## src/rtl/pmt_cfg.svh

```systemverilog
`ifndef PMT_CFG_SVH
`define PMT_CFG_SVH
// Operation
// - timer clock is the instruction clock, master clock divided by four.
// - prescale code 00/01/10/11 divides by 1/4/16/64 before counting.
// - count compared with period on every prescaler output; equality gives match output.
// - after a match the count returns to zero instead of incrementing.
// - count and period registers readable and writable at any time.
// - reset clears the count and sets the period to all ones.
// - count write, control write and reset clear prescaler and postscaler.
// - control write leaves the count unchanged.
// - matches advance 4-bit postscaler whose output sets sticky match flag.
// - interrupt requested from the flag only while match enable is set.
// - postscale field value plus one matches per flag, 1:1 to 1:16.
// - unscaled match exported to capture/compare/PWM units as time base.
// - timer output offered as shift clock for serial port in SPI mode.
// - in sleep the timer does not count; count and period held.
// - control bit 7 reads zero; postscale bits 6-3, prescale bits 1-0.
// - one counter cycle spans period value plus one prescaler outputs.

// =====================================================================
// register map
`define PMT_ADDR_COUNT   3'h0
`define PMT_ADDR_PERIOD  3'h1
`define PMT_ADDR_CTRL    3'h2
`define PMT_ADDR_FLAG    3'h3
`define PMT_ADDR_ENABLE  3'h4

// =====================================================================
// reset values and fields
`define PMT_COUNT_RST    8'h00
`define PMT_PERIOD_RST   8'hff
`define PMT_CTRL_RST     7'h00
`define PMT_CTRL_ON_BIT  2
`define PMT_POST_MSB     6
`define PMT_POST_LSB     3
`define PMT_PRE_MSB      1
`define PMT_PRE_LSB      0

// =====================================================================
// timing
`define PMT_INSTR_DIV_LAST 2'h3
`define PMT_PRE_LAST_1     6'h00
`define PMT_PRE_LAST_4     6'h03
`define PMT_PRE_LAST_16    6'h0f
`define PMT_PRE_LAST_64    6'h3f
`endif

```

## src/rtl/pmt_pkg.sv

```systemverilog
package pmt_pkg;
  typedef struct packed {
    logic [5:0] cnt;
  } pmt_pre_state_t;

  typedef struct packed {
    logic [3:0] cnt;
  } pmt_post_state_t;

  typedef struct packed {
    logic [1:0] div;
    logic [7:0] count;
    logic [7:0] period;
    logic [6:0] ctrl;
    logic       flag;
    logic       enable;
    logic [7:0] rdata;
    logic       match;
    logic       spi_clk;
    logic       irq;
  } pmt_top_state_t;
endpackage

```

## src/rtl/pmt_postscaler.sv

```systemverilog
`timescale 1ns/1ps
`include "pmt_cfg.svh"
module pmt_postscaler
  import pmt_pkg::*;
(
  input  wire logic       clk,
  input  wire logic       rst_n,
  input  wire logic       ce,
  input  wire logic       clr,
  input  wire logic       match,
  input  wire logic [3:0] sel,
  output logic            fire
);
  pmt_post_state_t st_ff;
  pmt_post_state_t nxt_st;

  // =====================================================================
  // match counter
  always_comb begin
    fire = match && !clr && (st_ff.cnt >= sel);
    nxt_st = st_ff;
    if (clr) begin
      nxt_st.cnt = 4'h0;
    end else if (match) begin
      nxt_st.cnt = fire ? 4'h0 : st_ff.cnt + 4'h1;
    end
  end

  always_ff @(posedge clk or negedge rst_n) begin
    if (!rst_n) begin
      st_ff <= '0;
    end else if (ce) begin
      st_ff <= nxt_st;
    end
  end

  AST_POST_RATIO: assert property (@(posedge clk) disable iff (!rst_n)
    ce && match && !clr && st_ff.cnt < sel |-> !fire) else $error("postscaler early");
endmodule // pmt_postscaler

```

## src/rtl/pmt_prescaler.sv

```systemverilog
`timescale 1ns/1ps
`include "pmt_cfg.svh"
module pmt_prescaler
  import pmt_pkg::*;
(
  input  wire logic       clk,
  input  wire logic       rst_n,
  input  wire logic       ce,
  input  wire logic       clr,
  input  wire logic       tick,
  input  wire logic [1:0] sel,
  output logic            inc
);
  pmt_pre_state_t st_ff;
  pmt_pre_state_t nxt_st;
  logic [5:0]     last;

  // =====================================================================
  // divider
  always_comb begin
    unique case (sel)
      2'h0: last = `PMT_PRE_LAST_1;
      2'h1: last = `PMT_PRE_LAST_4;
      2'h2: last = `PMT_PRE_LAST_16;
      2'h3: last = `PMT_PRE_LAST_64;
    endcase
    inc = tick && !clr && (st_ff.cnt >= last);
    nxt_st = st_ff;
    if (clr) begin
      nxt_st.cnt = 6'h00;
    end else if (tick) begin
      // a shrunk ratio with a count above the new limit wraps at once
      nxt_st.cnt = inc ? 6'h00 : st_ff.cnt + 6'h01;
    end
  end

  always_ff @(posedge clk or negedge rst_n) begin
    if (!rst_n) begin
      st_ff <= '0;
    end else if (ce) begin
      st_ff <= nxt_st;
    end
  end

  AST_PRE_CLEAR: assert property (@(posedge clk) disable iff (!rst_n)
    ce && clr |=> st_ff.cnt == 6'h00) else $error("prescaler not cleared");
endmodule // pmt_prescaler

```

## src/rtl/pmt_top.sv

```systemverilog
`timescale 1ns/1ps
`include "pmt_cfg.svh"
module pmt_top
  import pmt_pkg::*;
(
  input  wire logic       MCLK,
  input  wire logic       RESET_N,
  input  wire logic       CLK_EN,
  input  wire logic       SLEEP,
  input  wire logic [2:0] ADDR,
  input  wire logic [7:0] WDATA,
  input  wire logic       WR,
  input  wire logic       RD,
  output logic      [7:0] RDATA,
  output logic            MATCH_OUT,
  output logic            SPI_SHIFT_CLK,
  output logic            IRQ
);
  pmt_top_state_t st_ff;
  pmt_top_state_t nxt_st;
  logic           tick;
  logic           timer_on;
  logic           clr_scalers;
  logic           inc;
  logic           match_evt;
  logic           fire;
  logic           wr_count;
  logic           wr_period;
  logic           wr_ctrl;
  logic           wr_flag;
  logic           wr_enable;

  // =====================================================================
  // decode
  assign wr_count  = WR && (ADDR == `PMT_ADDR_COUNT);
  assign wr_period = WR && (ADDR == `PMT_ADDR_PERIOD);
  assign wr_ctrl   = WR && (ADDR == `PMT_ADDR_CTRL);
  assign wr_flag   = WR && (ADDR == `PMT_ADDR_FLAG);
  assign wr_enable = WR && (ADDR == `PMT_ADDR_ENABLE);

  assign timer_on    = st_ff.ctrl[`PMT_CTRL_ON_BIT];
  // sleep stops the instruction clock itself, so nothing downstream moves
  assign tick        = (st_ff.div == `PMT_INSTR_DIV_LAST) && !SLEEP && timer_on;
  assign clr_scalers = wr_count || wr_ctrl;

  // match is only judged on a prescaler output, the cycle the count would step
  assign match_evt = inc && (st_ff.count == st_ff.period);

  // =====================================================================
  // scalers
  pmt_prescaler u_pre (
    .clk   (MCLK),
    .rst_n (RESET_N),
    .ce    (CLK_EN),
    .clr   (clr_scalers),
    .tick  (tick),
    .sel   (st_ff.ctrl[`PMT_PRE_MSB:`PMT_PRE_LSB]),
    .inc   (inc)
  );

  pmt_postscaler u_post (
    .clk   (MCLK),
    .rst_n (RESET_N),
    .ce    (CLK_EN),
    .clr   (clr_scalers),
    .match (match_evt),
    .sel   (st_ff.ctrl[`PMT_POST_MSB:`PMT_POST_LSB]),
    .fire  (fire)
  );

  // =====================================================================
  // next state
  always_comb begin
    nxt_st = st_ff;
    if (!SLEEP) begin
      nxt_st.div = st_ff.div + 2'h1;
    end

    if (wr_count) begin
      nxt_st.count = WDATA;
    end else if (match_evt) begin
      nxt_st.count = `PMT_COUNT_RST;
    end else if (inc) begin
      nxt_st.count = st_ff.count + 8'h01;
    end

    if (wr_period) begin
      nxt_st.period = WDATA;
    end
    if (wr_ctrl) begin
      nxt_st.ctrl = WDATA[6:0];
    end
    if (wr_enable) begin
      nxt_st.enable = WDATA[0];
    end

    // a postscaler event in the clearing cycle wins over the clear
    if (fire) begin
      nxt_st.flag = 1'b1;
    end else if (wr_flag && WDATA[0]) begin
      nxt_st.flag = 1'b0;
    end

    nxt_st.rdata = 8'h00;
    if (RD) begin
      unique case (ADDR)
        `PMT_ADDR_COUNT:  nxt_st.rdata = st_ff.count;
        `PMT_ADDR_PERIOD: nxt_st.rdata = st_ff.period;
        `PMT_ADDR_CTRL:   nxt_st.rdata = {1'b0, st_ff.ctrl};
        `PMT_ADDR_FLAG:   nxt_st.rdata = {7'h00, st_ff.flag};
        `PMT_ADDR_ENABLE: nxt_st.rdata = {7'h00, st_ff.enable};
        default:          nxt_st.rdata = 8'h00;
      endcase
    end

    nxt_st.match = match_evt;
    if (match_evt) begin
      nxt_st.spi_clk = !st_ff.spi_clk;
    end
    nxt_st.irq = st_ff.flag && st_ff.enable;
  end

  // =====================================================================
  // state register
  always_ff @(posedge MCLK or negedge RESET_N) begin
    if (!RESET_N) begin
      st_ff        <= '0;
      st_ff.count  <= `PMT_COUNT_RST;
      st_ff.period <= `PMT_PERIOD_RST;
      st_ff.ctrl   <= `PMT_CTRL_RST;
    end else if (CLK_EN) begin
      st_ff <= nxt_st;
    end
  end

  assign RDATA         = st_ff.rdata;
  assign MATCH_OUT     = st_ff.match;
  assign SPI_SHIFT_CLK = st_ff.spi_clk;
  assign IRQ           = st_ff.irq;

  // =====================================================================
  // checks
  AST_TICK_SPACING: assert property (@(posedge MCLK) disable iff (!RESET_N)
    CLK_EN && tick |=> !tick) else $error("timer clock faster than quarter rate");

  AST_PRE_BYPASS: assert property (@(posedge MCLK) disable iff (!RESET_N)
    st_ff.ctrl[1:0] == 2'h0 && !clr_scalers |-> inc == tick)
    else $error("prescale 1 not direct");

  AST_MATCH_EQUAL: assert property (@(posedge MCLK) disable iff (!RESET_N)
    match_evt |-> st_ff.count == st_ff.period) else $error("match without equality");

  AST_MATCH_WRAP: assert property (@(posedge MCLK) disable iff (!RESET_N)
    CLK_EN && match_evt && !wr_count |=> st_ff.count == 8'h00 && MATCH_OUT)
    else $error("count not zero after match");

  AST_COUNT_WRITE: assert property (@(posedge MCLK) disable iff (!RESET_N)
    CLK_EN && wr_count |=> st_ff.count == $past(WDATA)) else $error("count write lost");

  AST_RESET_VALUES: assert property (@(posedge MCLK)
    $rose(RESET_N) |-> st_ff.count == 8'h00 && st_ff.period == 8'hff)
    else $error("bad reset values");

  AST_CTRL_KEEPS_COUNT: assert property (@(posedge MCLK) disable iff (!RESET_N)
    CLK_EN && wr_ctrl |=> $stable(st_ff.count)) else $error("control write moved count");

  AST_FLAG_STICKY: assert property (@(posedge MCLK) disable iff (!RESET_N)
    CLK_EN && st_ff.flag && !wr_flag |=> st_ff.flag) else $error("flag dropped");

  AST_IRQ_GATED: assert property (@(posedge MCLK) disable iff (!RESET_N)
    CLK_EN && !st_ff.enable && !wr_enable |=> ##1 !IRQ) else $error("masked irq");

  AST_SLEEP_HOLD: assert property (@(posedge MCLK) disable iff (!RESET_N)
    CLK_EN && SLEEP && !WR |=> $stable(st_ff.count) && $stable(st_ff.period))
    else $error("timer moved in sleep");

  AST_OFF_HOLD: assert property (@(posedge MCLK) disable iff (!RESET_N)
    !timer_on && !wr_count |=> $stable(st_ff.count)) else $error("count while off");

  AST_CTRL_TOP_ZERO: assert property (@(posedge MCLK) disable iff (!RESET_N)
    CLK_EN && RD && ADDR == `PMT_ADDR_CTRL |=> RDATA[7] == 1'b0)
    else $error("control bit 7 set");

  // =====================================================================
  // checks: timer clock, scalers and sleep
  // no helper flops here: every window is written with $past so that
  // the module keeps all of its state in the one struct
  AST_DIV_STEP: assert property (@(posedge MCLK) disable iff (!RESET_N)
    CLK_EN && !SLEEP |=> st_ff.div == $past(st_ff.div) + 2'h1)
    else $error("instruction divider skipped a step");

  AST_DIV_SLEEP: assert property (@(posedge MCLK) disable iff (!RESET_N)
    CLK_EN && SLEEP |=> $stable(st_ff.div))
    else $error("instruction divider ran in sleep");

  AST_FREEZE: assert property (@(posedge MCLK) disable iff (!RESET_N)
    !CLK_EN |=> $stable(st_ff))
    else $error("state moved with clock enable low");

  AST_TICK_PHASE: assert property (@(posedge MCLK) disable iff (!RESET_N)
    tick |-> st_ff.div == `PMT_INSTR_DIV_LAST)
    else $error("timer clock off its quarter phase");

  AST_TICK_SLEEP: assert property (@(posedge MCLK) disable iff (!RESET_N)
    SLEEP |-> !tick)
    else $error("timer clock in sleep");

  AST_TICK_OFF: assert property (@(posedge MCLK) disable iff (!RESET_N)
    !timer_on |-> !tick)
    else $error("timer clock while off");

  AST_INC_NEEDS_TICK: assert property (@(posedge MCLK) disable iff (!RESET_N)
    inc |-> tick)
    else $error("increment without timer clock");

  AST_CLR_NO_INC: assert property (@(posedge MCLK) disable iff (!RESET_N)
    clr_scalers |-> !inc && !fire)
    else $error("scaler output in clearing cycle");

  AST_MATCH_NEEDS_INC: assert property (@(posedge MCLK) disable iff (!RESET_N)
    match_evt |-> inc)
    else $error("match outside a timer clock");

  AST_MATCH_DUE: assert property (@(posedge MCLK) disable iff (!RESET_N)
    inc && st_ff.count == st_ff.period |-> match_evt)
    else $error("equality missed");

  AST_SLEEP_NO_MATCH: assert property (@(posedge MCLK) disable iff (!RESET_N)
    SLEEP |-> !match_evt && !fire)
    else $error("match in sleep");

  AST_OFF_NO_FIRE: assert property (@(posedge MCLK) disable iff (!RESET_N)
    !timer_on |-> !match_evt && !fire)
    else $error("match while off");

  AST_FIRE_ON_MATCH: assert property (@(posedge MCLK) disable iff (!RESET_N)
    fire |-> match_evt)
    else $error("postscaler fired without match");

  AST_FIRE_1TO1: assert property (@(posedge MCLK) disable iff (!RESET_N)
    match_evt && !clr_scalers && st_ff.ctrl[`PMT_POST_MSB:`PMT_POST_LSB] == 4'h0
    |-> fire)
    else $error("1:1 postscale missed a match");

  // =====================================================================
  // checks: count, period and control registers
  AST_COUNT_STEP: assert property (@(posedge MCLK) disable iff (!RESET_N)
    CLK_EN && inc && !match_evt && !wr_count |=> st_ff.count == $past(st_ff.count) + 8'h01)
    else $error("count did not step");

  AST_COUNT_IDLE: assert property (@(posedge MCLK) disable iff (!RESET_N)
    CLK_EN && !inc && !wr_count |=> $stable(st_ff.count))
    else $error("count moved without increment");

  AST_PERIOD_WRITE: assert property (@(posedge MCLK) disable iff (!RESET_N)
    CLK_EN && wr_period |=> st_ff.period == $past(WDATA))
    else $error("period write lost");

  AST_PERIOD_HOLD: assert property (@(posedge MCLK) disable iff (!RESET_N)
    CLK_EN && !wr_period |=> $stable(st_ff.period))
    else $error("period moved without write");

  AST_CTRL_WRITE: assert property (@(posedge MCLK) disable iff (!RESET_N)
    CLK_EN && wr_ctrl |=> st_ff.ctrl == $past(WDATA[6:0]))
    else $error("control write lost");

  AST_CTRL_HOLD: assert property (@(posedge MCLK) disable iff (!RESET_N)
    CLK_EN && !wr_ctrl |=> $stable(st_ff.ctrl))
    else $error("control moved without write");

  AST_ENABLE_WRITE: assert property (@(posedge MCLK) disable iff (!RESET_N)
    CLK_EN && wr_enable |=> st_ff.enable == $past(WDATA[0]))
    else $error("enable write lost");

  AST_WRITE_UNMAPPED: assert property (@(posedge MCLK) disable iff (!RESET_N)
    CLK_EN && WR && ADDR > `PMT_ADDR_ENABLE
    |=> $stable(st_ff.period) && $stable(st_ff.ctrl) && $stable(st_ff.enable))
    else $error("unmapped write changed a register");

  // =====================================================================
  // checks: outputs, flag and read data
  AST_MATCH_PULSE: assert property (@(posedge MCLK) disable iff (!RESET_N)
    CLK_EN && !match_evt |=> !MATCH_OUT)
    else $error("match output without match");

  AST_SPI_TOGGLE: assert property (@(posedge MCLK) disable iff (!RESET_N)
    CLK_EN && match_evt |=> SPI_SHIFT_CLK != $past(SPI_SHIFT_CLK))
    else $error("shift clock missed a match");

  AST_SPI_HOLD: assert property (@(posedge MCLK) disable iff (!RESET_N)
    CLK_EN && !match_evt |=> $stable(SPI_SHIFT_CLK))
    else $error("shift clock moved without match");

  AST_FLAG_SET: assert property (@(posedge MCLK) disable iff (!RESET_N)
    CLK_EN && fire |=> st_ff.flag)
    else $error("flag not set by postscaler");

  AST_FLAG_CLEAR: assert property (@(posedge MCLK) disable iff (!RESET_N)
    CLK_EN && wr_flag && WDATA[0] && !fire |=> !st_ff.flag)
    else $error("flag not cleared by write");

  AST_FLAG_SOURCE: assert property (@(posedge MCLK) disable iff (!RESET_N)
    CLK_EN && !st_ff.flag && !fire |=> !st_ff.flag)
    else $error("flag set without postscaler");

  AST_IRQ_SET: assert property (@(posedge MCLK) disable iff (!RESET_N)
    CLK_EN && st_ff.flag && st_ff.enable |=> IRQ)
    else $error("enabled flag without irq");

  AST_IRQ_LOW: assert property (@(posedge MCLK) disable iff (!RESET_N)
    CLK_EN && !(st_ff.flag && st_ff.enable) |=> !IRQ)
    else $error("irq without enabled flag");

  AST_RDATA_IDLE: assert property (@(posedge MCLK) disable iff (!RESET_N)
    CLK_EN && !RD |=> RDATA == 8'h00)
    else $error("read data without read");

  AST_READ_COUNT: assert property (@(posedge MCLK) disable iff (!RESET_N)
    CLK_EN && RD && ADDR == `PMT_ADDR_COUNT |=> RDATA == $past(st_ff.count))
    else $error("count read wrong");

  AST_READ_PERIOD: assert property (@(posedge MCLK) disable iff (!RESET_N)
    CLK_EN && RD && ADDR == `PMT_ADDR_PERIOD |=> RDATA == $past(st_ff.period))
    else $error("period read wrong");

  AST_READ_CTRL: assert property (@(posedge MCLK) disable iff (!RESET_N)
    CLK_EN && RD && ADDR == `PMT_ADDR_CTRL |=> RDATA == {1'b0, $past(st_ff.ctrl)})
    else $error("control read wrong");

  AST_READ_FLAG: assert property (@(posedge MCLK) disable iff (!RESET_N)
    CLK_EN && RD && ADDR == `PMT_ADDR_FLAG |=> RDATA == {7'h00, $past(st_ff.flag)})
    else $error("flag read wrong");

  AST_READ_ENABLE: assert property (@(posedge MCLK) disable iff (!RESET_N)
    CLK_EN && RD && ADDR == `PMT_ADDR_ENABLE |=> RDATA == {7'h00, $past(st_ff.enable)})
    else $error("enable read wrong");

  AST_READ_UNMAPPED: assert property (@(posedge MCLK) disable iff (!RESET_N)
    CLK_EN && RD && ADDR > `PMT_ADDR_ENABLE |=> RDATA == 8'h00)
    else $error("unmapped read not zero");

  COV_MATCH: cover property (@(posedge MCLK) disable iff (!RESET_N) match_evt);
  COV_FLAG:  cover property (@(posedge MCLK) disable iff (!RESET_N) fire ##1 st_ff.flag);
  COV_IRQ:   cover property (@(posedge MCLK) disable iff (!RESET_N) $rose(IRQ));
  COV_SLEEP: cover property (@(posedge MCLK) disable iff (!RESET_N) timer_on && SLEEP);
  COV_FREEZE: cover property (@(posedge MCLK) disable iff (!RESET_N) timer_on && !CLK_EN);
endmodule // pmt_top

```

## config.mk

```make
export PLATFORM = sky130hd
export DESIGN_NAME = pmt_top
export DESIGN_NICKNAME = d
export VERILOG_FILES = /design/src/rtl/pmt_pkg.sv /design/src/rtl/pmt_postscaler.sv /design/src/rtl/pmt_prescaler.sv /design/src/rtl/pmt_top.sv
export VERILOG_INCLUDE_DIRS = /design/src /design/src/rtl
export SDC_FILE = /design/constraint.sdc
export NUM_CORES = 1
export LEC_CHECK = 0
export BUFFER_PORTS_ARGS = -buffer_cell sky130_fd_sc_hd__buf_2
export CAP_MARGIN = 25
export CORE_ASPECT_RATIO = 1.1
export CORE_UTILIZATION = 41
export CTS_CLUSTER_SIZE = 40
export DETAILED_ROUTE_END_ITERATION = 6
export PLACE_DENSITY_LB_ADDON = 0.1
export SYNTH_ARGS = -nofsm -noshare
export SYNTH_HDL_FRONTEND = slang
export SYNTH_SLANG_ARGS = --single-unit
```

## constraint.sdc

```tcl
create_clock -name MCLK -period 2.47 [get_ports MCLK]
set_input_delay 0.1235 -clock MCLK [delete_from_list [all_inputs] [get_ports MCLK]]
set_output_delay 0.1235 -clock MCLK [all_outputs]
set_load 0.05 [all_outputs]
```

Word level (Yosys, flattened, before mapping)
Cells that the tools add are included.
{ "word_totals": {"reg_bits": 48, "input_bits": 17, "out_inout_bits": 11} }
{ "op_classes": {"add_sub_neg": 4, "magnitude_cmp": 2, "n_eq_ne": 9, "mux": 14, "bitwise": 1, "n_reduce_logical": 33} }
{ "ops": {"columns": ["op", "count"], "rows": [
  ["$pmux W8 S5", 1],
  ["$mux W8", 4],
  ["$pmux W6 S4", 1],
  ["$mux W6", 3],
  ["$reduce_and A2 Y1", 9],
  ["$logic_and A1 B1 Y1", 14],
  ["$mux W4", 3],
  ["$add A8 B1 Y8 const B", 1],
  ["$eq A8 B8 Y1", 1],
  ["$add A6 B1 Y6 const B", 1],
  ["$eq A2 B2 Y1 const B", 3],
  ["$eq A3 B2 Y1 const B", 2],
  ["$ge A6 B6 Y1", 1],
  ["$reduce_bool A2 Y1", 3],
  ["$add A4 B1 Y4 const B", 1],
  ["$ge A4 B4 Y1", 1],
  ["$eq A3 B1 Y1 const B", 1],
  ["$eq A3 B3 Y1 const B", 1],
  ["$logic_not A1 Y1", 3],
  ["$logic_not A3 Y1", 1],
  ["$reduce_bool A3 Y1", 1],
  ["$add A2 B1 Y2 const B", 1],
  ["$eq A2 B1 Y1 const B", 1],
  ["$logic_not A2 Y1", 1],
  ["other kinds (3)", 4]
]} }

Logic depth before layout (Yosys ltp)
Gate-level depths: netlist of run 1.
{ "logic_depth": {"ltp_word": 12, "depth_mapped": 10, "mapped_depth_nobuf": 9} }

Hierarchy
A second synthesis of run 1 with hierarchy kept.
{ "hier_totals": {"cells_unflattened": 295, "area_unflattened_um2": 2906.5} }
{ "modules_own_cells": {"columns": ["module", "instances", "cells_each", "area_per_inst_um2", "seq_area_each_um2"], "rows": [
  ["pmt_top", 1, 198, 2065.7, 960.9],
  ["pmt_prescaler", 1, 63, 531.8, 150.1],
  ["pmt_postscaler", 1, 34, 309.0, 100.1]
]} }

Worst setup path before layout of run 1
OpenSTA, ideal clock, no wires.
{ "synth_timing": {"path_type": "flip-flop to flip-flop", "start": "register st_ff[14] (netlist bit)", "end": "register st_ff[33] (netlist bit)", "arrival_time_ns": 2.059, "required_ns": 2.366, "slack_ns": 0.307, "path_stages_with_launch": 9, "cell_sequence": "dfrtp_1 > or2_2 > ha_1 > nand2b_1 > a31oi_1 > o21ai_2 > nand2_1 > or3b_4 > o311ai_1"} }
{ "synth_via": {"elab_chain_cells": 7} }
{ "synth_lines": {"columns": ["item", "line_no", "rtl"], "rows": [
  ["from (decl)", "pmt_top.sv:19", "pmt_top_state_t st_ff;"],
  ["from (signal assigned)", "pmt_top.sv:132", "st_ff <= nxt_st;"],
  ["$eq A2 B2 Y1, or another cell as far along", "pmt_prescaler.sv:21", "unique case (sel)"],
  ["$pmux W6 S4 (*)", "pmt_prescaler.sv:21", null],
  ["$ge A6 B6 Y1 (*)", "pmt_prescaler.sv:27", "inc = tick && !clr && (st_ff.cnt >= last);"],
  ["$logic_and A1 B1 Y1 (*)", "pmt_prescaler.sv:27", null],
  ["$logic_and A1 B1 Y1", "pmt_top.sv:47", "assign match_evt = inc && (st_ff.count == st_ff.period);"],
  ["$reduce_bool A3 Y1 (no line) / $mux W8 (equally long branches)", null, null],
  ["$reduce_and A2 Y1 (no line) / $mux W8 (equally long branches)", null, null]
]} }
Mark *: on every way between the ends. The rest lies on a longest branch, timed or not.
A chain may end at the register's enable or synchronous reset.

Final worst setup path of run 1
{ "layout_timing": {"start": "register st_ff[13] (netlist bit)", "end": "register st_ff[33] (netlist bit)"} }
The elaborated chain is that of the path after synthesis.

==> flow_summary_export.csv, run 1 <==
group,metric,value,unit
sta,drv_slew,0,
layout,layout.nets,349,
hold_path,worstHoldStart,"WDATA[1]",
synthesis,syn_avg_cell_area,9.87,sq um
synthesis,syn_inst,294,
clocking,cts_tree,"built",
power_and_ir_drop,p_per_area,695,nW/um^2
layout,final_layout_size_suffix_gt1_frac,0.245,
route,drt_wl_total,6820,um
synthesis,synth_cell_types,48,
setup_path,r2r_start,"st_ff[13]",
route,antenna_left,0,
setup_path,cp-end-kind,"flip-flop",
global_route,grt_use_total,0.201,
sta,fin_crit_sh,0.921,
global_route,grt_pass1_vias,2104,
floorplan,fp.dieW,82.2,um
synthesis,synthArstFlopShare,1.00,
setup_path,cp.required,2.68,ns
clocking,cts_max_level,2,
setup_path,crit_start,"st_ff[13]",
synthesis,synth-edff-count,0,
flow_run,maxCapViolations,0,
route,num_vias,2205,
placed_design,place_hpwl,4950,um
placed_design,port_buffers,27,
power_and_ir_drop,peakVddDrop,378,uV
setup_path,worst-path-buf-inv,0,
setup_path,critical_path.slowest_cell,"or3b_4",
placed_design,placed_cells,392,
floorplan,die_height,90.3,um
sta,hold_viol,0,
route,route.detailed.drc,0,
setup_path,cpLargestDelayFamily,"simple AND/OR/NAND/NOR gates",
global_route,grt_max_degree,36,
sta,tightest_slew,0.569,ns
global_route,grt_pass1_wl,11200,um
sta,finalSetupViolations,0,
run_status,status,"finished, final reports clean",
power_and_ir_drop,p_leak,0.00144,uW
setup_path,path_cells,"or2_2 -> ha_1 -> nand2b_1 -> a31oi_1 -> o21ai_2 -> nand2_1 -> or3b_4 -> o311ai_1",
clocking,cts_resized,0,
synthesis,seq_area_frac_synth,0.417,
setup_path,cpPeakStageDelay,0.43,ns
synthesis,syn_nets,325,
clocking,clock_path_buffers,2,
hold_path,hold_class,"input pin to flip-flop",
layout,finalNonFillerCells,401,
synthesis,ys_ff_latch,48,
setup_path,cp_max_fo,5,
clocking,cts_sinks,48,
sta,clock_skew,0.00941,ns
floorplan,rows,31,
synthesis,synth_warnings,0,
layout,antenna_cells,0,
setup_path,worst-setup-path-type,"flip-flop to flip-flop",
floorplan,dieArea,7420,sq um
synthesis,syn-cell-area,2900,sq um
sta,rsz0062_at_grt,"false",
sta,fmax,0.440,GHz
synthesis,synth-main-ff-cell,"dfrtp_1",
route,drtIter0Drc,111,
route,vias_per_cell,5.50,
sta,fin_crit,2.27,ns
floorplan,ios,28,
clocking,post-cts-setup-buffers,0,
route,dr.pass1.iters,4,
sta,setup_tns,0,ns
sta,slew_headroom,0.620,
clocking,cts_root_buffer,"clkbuf_8",
global_route,gr-total-overflow,0,
global_route,antenna_found_initial,0,
setup_path,critical_path.startpoint_type,"flip-flop",
route,routedWlPerCell,17.0,um
setup_path,arrival,2.49,ns
layout,syn_to_final_growth,9.22,%
clocking,clk_pin_slew_worst_paths,0.09,ns
floorplan,core,6710,sq um
floorplan,start_util,0.433,
clocking,clock_latency,0.31,ns
clocking,cts_buffers,5,
placed_design,finalWeightedCongestion,0.755,
per-stage QoR:
step	hold slack (ns)	total power (uW)	utilization	instance area, sq um	setup slack (ns)
final	0.0666	2200	0.472	3170	0.196
after floorplan	-0.172	1560	-	2900	0.307
after CTS	0.0651	2230	0.472	3170	0.192
after global placement	0.156	1730	0.458	3080	0.272
after detailed placement	0.153	1740	0.458	3080	0.175
after global routing	0.0745	2370	0.472	3170	0.0349
synth_stat cells (8+ instances only):
cell type | instances | area [sq um]
a21oi_1 | 8 | 40.0
buf_4 | 9 | 67.6
dfrtp_1 | 40 | 1000
dfstp_2 | 8 | 210
ha_1 | 14 | 175
inv_1 | 20 | 75.1
mux2_2 | 14 | 158
mux2i_1 | 10 | 100
nand2_1 | 17 | 63.8
nand3_1 | 11 | 55.1
nor2_1 | 19 | 71.3
nor2b_1 | 11 | 68.8
o21ai_0 | 16 | 80.1
xnor2_1 | 9 | 78.8
power by group:
part | total, uW | internal (uW) | switching, uW
combinational | 654 | 312 | 341
clock | 479 | 199 | 280
sequential | 1070 | 938 | 131
total | 2200 | 1450 | 753
final timing paths:
| check | to | slack, ns | cells past startpoint |
|---|---|---|---|
| min in group asynchronous | st_ff[32] | 0.34 | 2 |
| max in group asynchronous | st_ff[21] | 1.41 | 3 |
| worst min register to register | SPI_SHIFT_CLK | 0.48 | 1 |
| worst max-delay path | st_ff[33] | 0.20 | 8 |
| worst max register to register | st_ff[33] | 0.20 | 8 |
| worst min-delay path | st_ff[14] | 0.07 | 3 |
sequential cells by signal, indices dropped and copies added, names as in the netlist:
| register | flops |
|---|---|
| SPI_SHIFT_CLK | 1 |
| st_ff | 27 |
| u_post.st_ff | 4 |
| IRQ | 1 |
| RDATA | 8 |
| MATCH_OUT | 1 |
| u_pre.st_ff | 6 |
logic make-up after synthesis:
group	synth area share
simple gates	0.163
compound gates	0.146
flops	0.417
buf+inv	0.0741
mux	0.0888
xor+xnor	0.0504
fa+ha+maj	0.0603
metal layers:
metal / up-vias / routed length (um) / track usage
met5: - / 0 / 0
met4: 0 / 104 / 0.0512
met3: 8 / 199 / 0.0313
met2: 41 / 3240 / 0.318
met1: 1081 / 3280 / 0.282
li1: 1075 / - / -
cell type report:
type / count / area [sq um]
well taps: 82 / 103
clock buffers: 6 / 72.6
flip-flops and latches: 48 / 1210
repair buffers: 38 / 220
inverters: 20 / 75.1
clock inverters: 2 / 12.5
fillers: 661 / 3540
multi-input cells: 205 / 1480
placed cells by master (no fill, tap or decap), types with 2 or more instances in the layout:
cell type  instances
a21bo_2            2
a21o_1             3
a21oi_1            8
a22o_1             3
a31oi_1            7
and3_1             5
buf_2             27
buf_4             10
clkbuf_8           5
dfrtp_1           40
dfstp_2            8
ha_1              14
inv_1             20
mux2_2            14
mux2i_1           10
nand2_1           17
nand2b_1           7
nand3_1           11
nand4_1            5
nor2_1            19
nor2_2             2
nor2b_1           11
nor3_1             2
o211ai_1           7
o21ai_0           16
o22ai_1            7
o311ai_1           4
xnor2_1            9
xnor2_2            2
xor2_1             4
tightest hold or removal path: stages:
cell and delay (ns):
buf_2 0.11, nand2_1 0.04, o21ai_0 0.06
repair_timing:
item	CTS	global route
setup endpoints to repair	0	0
hold endpoints to repair	20	0
hold buffers	1	0
No activity file was read; power rests on OpenSTA's default activity.
==> run 2, diff against run 1 <==
==> constraint.sdc (replaced) <==
create_clock -name MCLK -period 2.43 [get_ports MCLK]
set_input_delay 0.1215 -clock MCLK [delete_from_list [all_inputs] [get_ports MCLK]]
set_output_delay 0.1215 -clock MCLK [all_outputs]
set_load 0.05 [all_outputs]
==> flow_summary_export.csv, run 2 (same netlist as run 1, synthesis figures left out) <==
group,metric,value,unit
run_status,status,"finished, final reports clean",
setup_path,cpLargestDelayFamily,"simple AND/OR/NAND/NOR gates",
route,drt_wl_total,6620,um
layout,antenna_cells,0,
clocking,post-cts-setup-buffers,0,
floorplan,start_util,0.433,
layout,layout.nets,350,
global_route,grt_pass1_vias,2015,
sta,hold_ws,0.0757,ns
placed_design,placed_cells,393,
layout,top_register,"st_ff",
setup_path,critical_path.startpoint_type,"flip-flop",
global_route,grt_use_total,0.194,
setup_path,worst-path-buf-inv,0,
placed_design,finalWeightedCongestion,0.747,
route,dr.pass1.iters,4,
placed_design,port_buffers,27,
sta,clock_skew,0.0103,ns
setup_path,cpPeakStageDelay,0.42,ns
layout,fill_cells,653,
floorplan,dieArea,7420,sq um
layout,syn_to_final_growth,10.7,%
clocking,cts_max_level,2,
route,vias_per_cell,5.38,
power_and_ir_drop,p_per_area,739,nW/um^2
global_route,antenna_found_initial,0,
sta,drv_slew,0,
global_route,grt_pass1_wl,10700,um
setup_path,cp.required,2.62,ns
power_and_ir_drop,p_leak,0.00147,uW
setup_path,cp-end-kind,"flip-flop",
clocking,cts_root_buffer,"clkbuf_8",
floorplan,die_height,90.3,um
setup_path,arrival,2.49,ns
sta,fmax,0.436,GHz
power_and_ir_drop,peakVddDrop,290,uV
clocking,cts_resized,0,
route,drtIter0Drc,129,
flow_run,maxCapViolations,0,
setup_path,path_cells,"or2_2 -> ha_1 -> nand2b_1 -> a31oi_1 -> o21ai_2 -> nand2_1 -> or3b_4 -> o311ai_1",
global_route,gr-total-overflow,0,
route,routedWlPerCell,16.5,um
hold_path,hold_class,"input pin to flip-flop",
placed_design,place_hpwl,4930,um
sta,fin_crit_sh,0.944,
layout,layout_commonest_cell,"dfrtp_1",
layout,largest_reg_flops,27,
clocking,cts_buffers,5,
sta,finalSetupViolations,0,
clocking,postCtsHoldBufs,1,
sta,fin_crit,2.29,ns
clocking,cts_sinks,48,
clocking,clk_pin_slew_worst_paths,0.10,ns
layout,final_layout_size_suffix_gt1_frac,0.250,
route,antenna_left,0,
layout,final_cell_mix,"dfrtp_1 (40), buf_2 (27), inv_1 (20)",
floorplan,fp.dieW,82.2,um
clocking,clock_latency,0.31,ns
sta,rsz0062_at_grt,"false",
global_route,grt_max_degree,49,
sta,hold_viol,0,
route,route.detailed.drc,0,
clocking,cts_tree,"built",
route,num_vias,2164,
sta,setup_tns,0,ns
floorplan,rows,31,
layout,finalNonFillerCells,402,
clocking,clock_path_buffers,2,
setup_path,cp_max_fo,5,
sta,tightest_slew,0.640,ns
setup_path,worst-setup-path-type,"flip-flop to flip-flop",
sta,slew_headroom,0.573,
floorplan,core,6710,sq um
setup_path,critical_path.slowest_cell,"dfrtp_1",
floorplan,ios,28,
[run 2: changes by cell type in the layout (fill, tap and decap cells not counted)]
cell and change:
clkbuf_8 +1, clkinv_4 +1, clkbuf_1 -1, clkinvlp_4 -1, bufinv_16 +1, clkinv_2 -1, buf_4 +1
[run 2: report_power, final]
part | internal, uW | switching (uW) | total [uW]
Clock | 337 | 287 | 624
Sequential | 954 | 136 | 1090
Combinational | 317 | 345 | 662
[run 2: final timing paths]
| kind | startpoint | to | slack [ns] | depth (start not counted) |
|---|---|---|---|---|
| max | st_ff[13] | st_ff[34] | 0.14 | 8 |
| min | WDATA[6] | st_ff[19] | 0.08 | 3 |
| max reg2reg | st_ff[13] | st_ff[34] | 0.14 | 8 |
| min reg2reg | st_ff[36] | st_ff[36] | 0.49 | 1 |
| max in group asynchronous | RESET_N | RDATA[7] | 1.55 | 3 |
| min in group asynchronous | RESET_N | u_pre.st_ff[2] | 0.45 | 3 |
[run 2: worst register-to-register path, delay by kind of cell, from the launching register on]
family / cells / cell delay (ns)
adder cells (fa/ha/maj): 1 / 0.27
flip-flops: 1 / 0.42
AND/OR/NAND/NOR: 4 / 0.90
AO/OA/AOI/OAI: 3 / 0.61
[run 2: layer usage]
metal / vias to the layer above / routed length [um] / global-route usage
li1: 1078 / - / -
met5: - / 0 / 0
met4: 0 / 64 / 0.0570
met2: 41 / 3170 / 0.300
met3: 4 / 240 / 0.0303
met1: 1041 / 3140 / 0.277
[run 2: final cells by class]
cell class	instances	area [sq um]	area share
Sequential cell	48	1210	0.377
Clock buffer	6	82.6	0.0257
Multi-Input combinational cell	205	1480	0.459
Inverter	20	75.1	0.0234
Tap cell	82	103	0.0319
Timing Repair Buffer	39	228	0.0708
Clock inverter	2	38.8	0.0121
[run 2: stage by stage]
step	util	total power, uW	setup WS (ns)	area, sq um
global placement	0.459	1760	0.253	3080
finish	0.479	2380	0.136	3210
floorplan	-	1580	0.267	2900
CTS	0.479	2400	0.143	3210
global route	0.479	2540	0.00568	3210
detailed placement	0.459	1770	0.183	3080
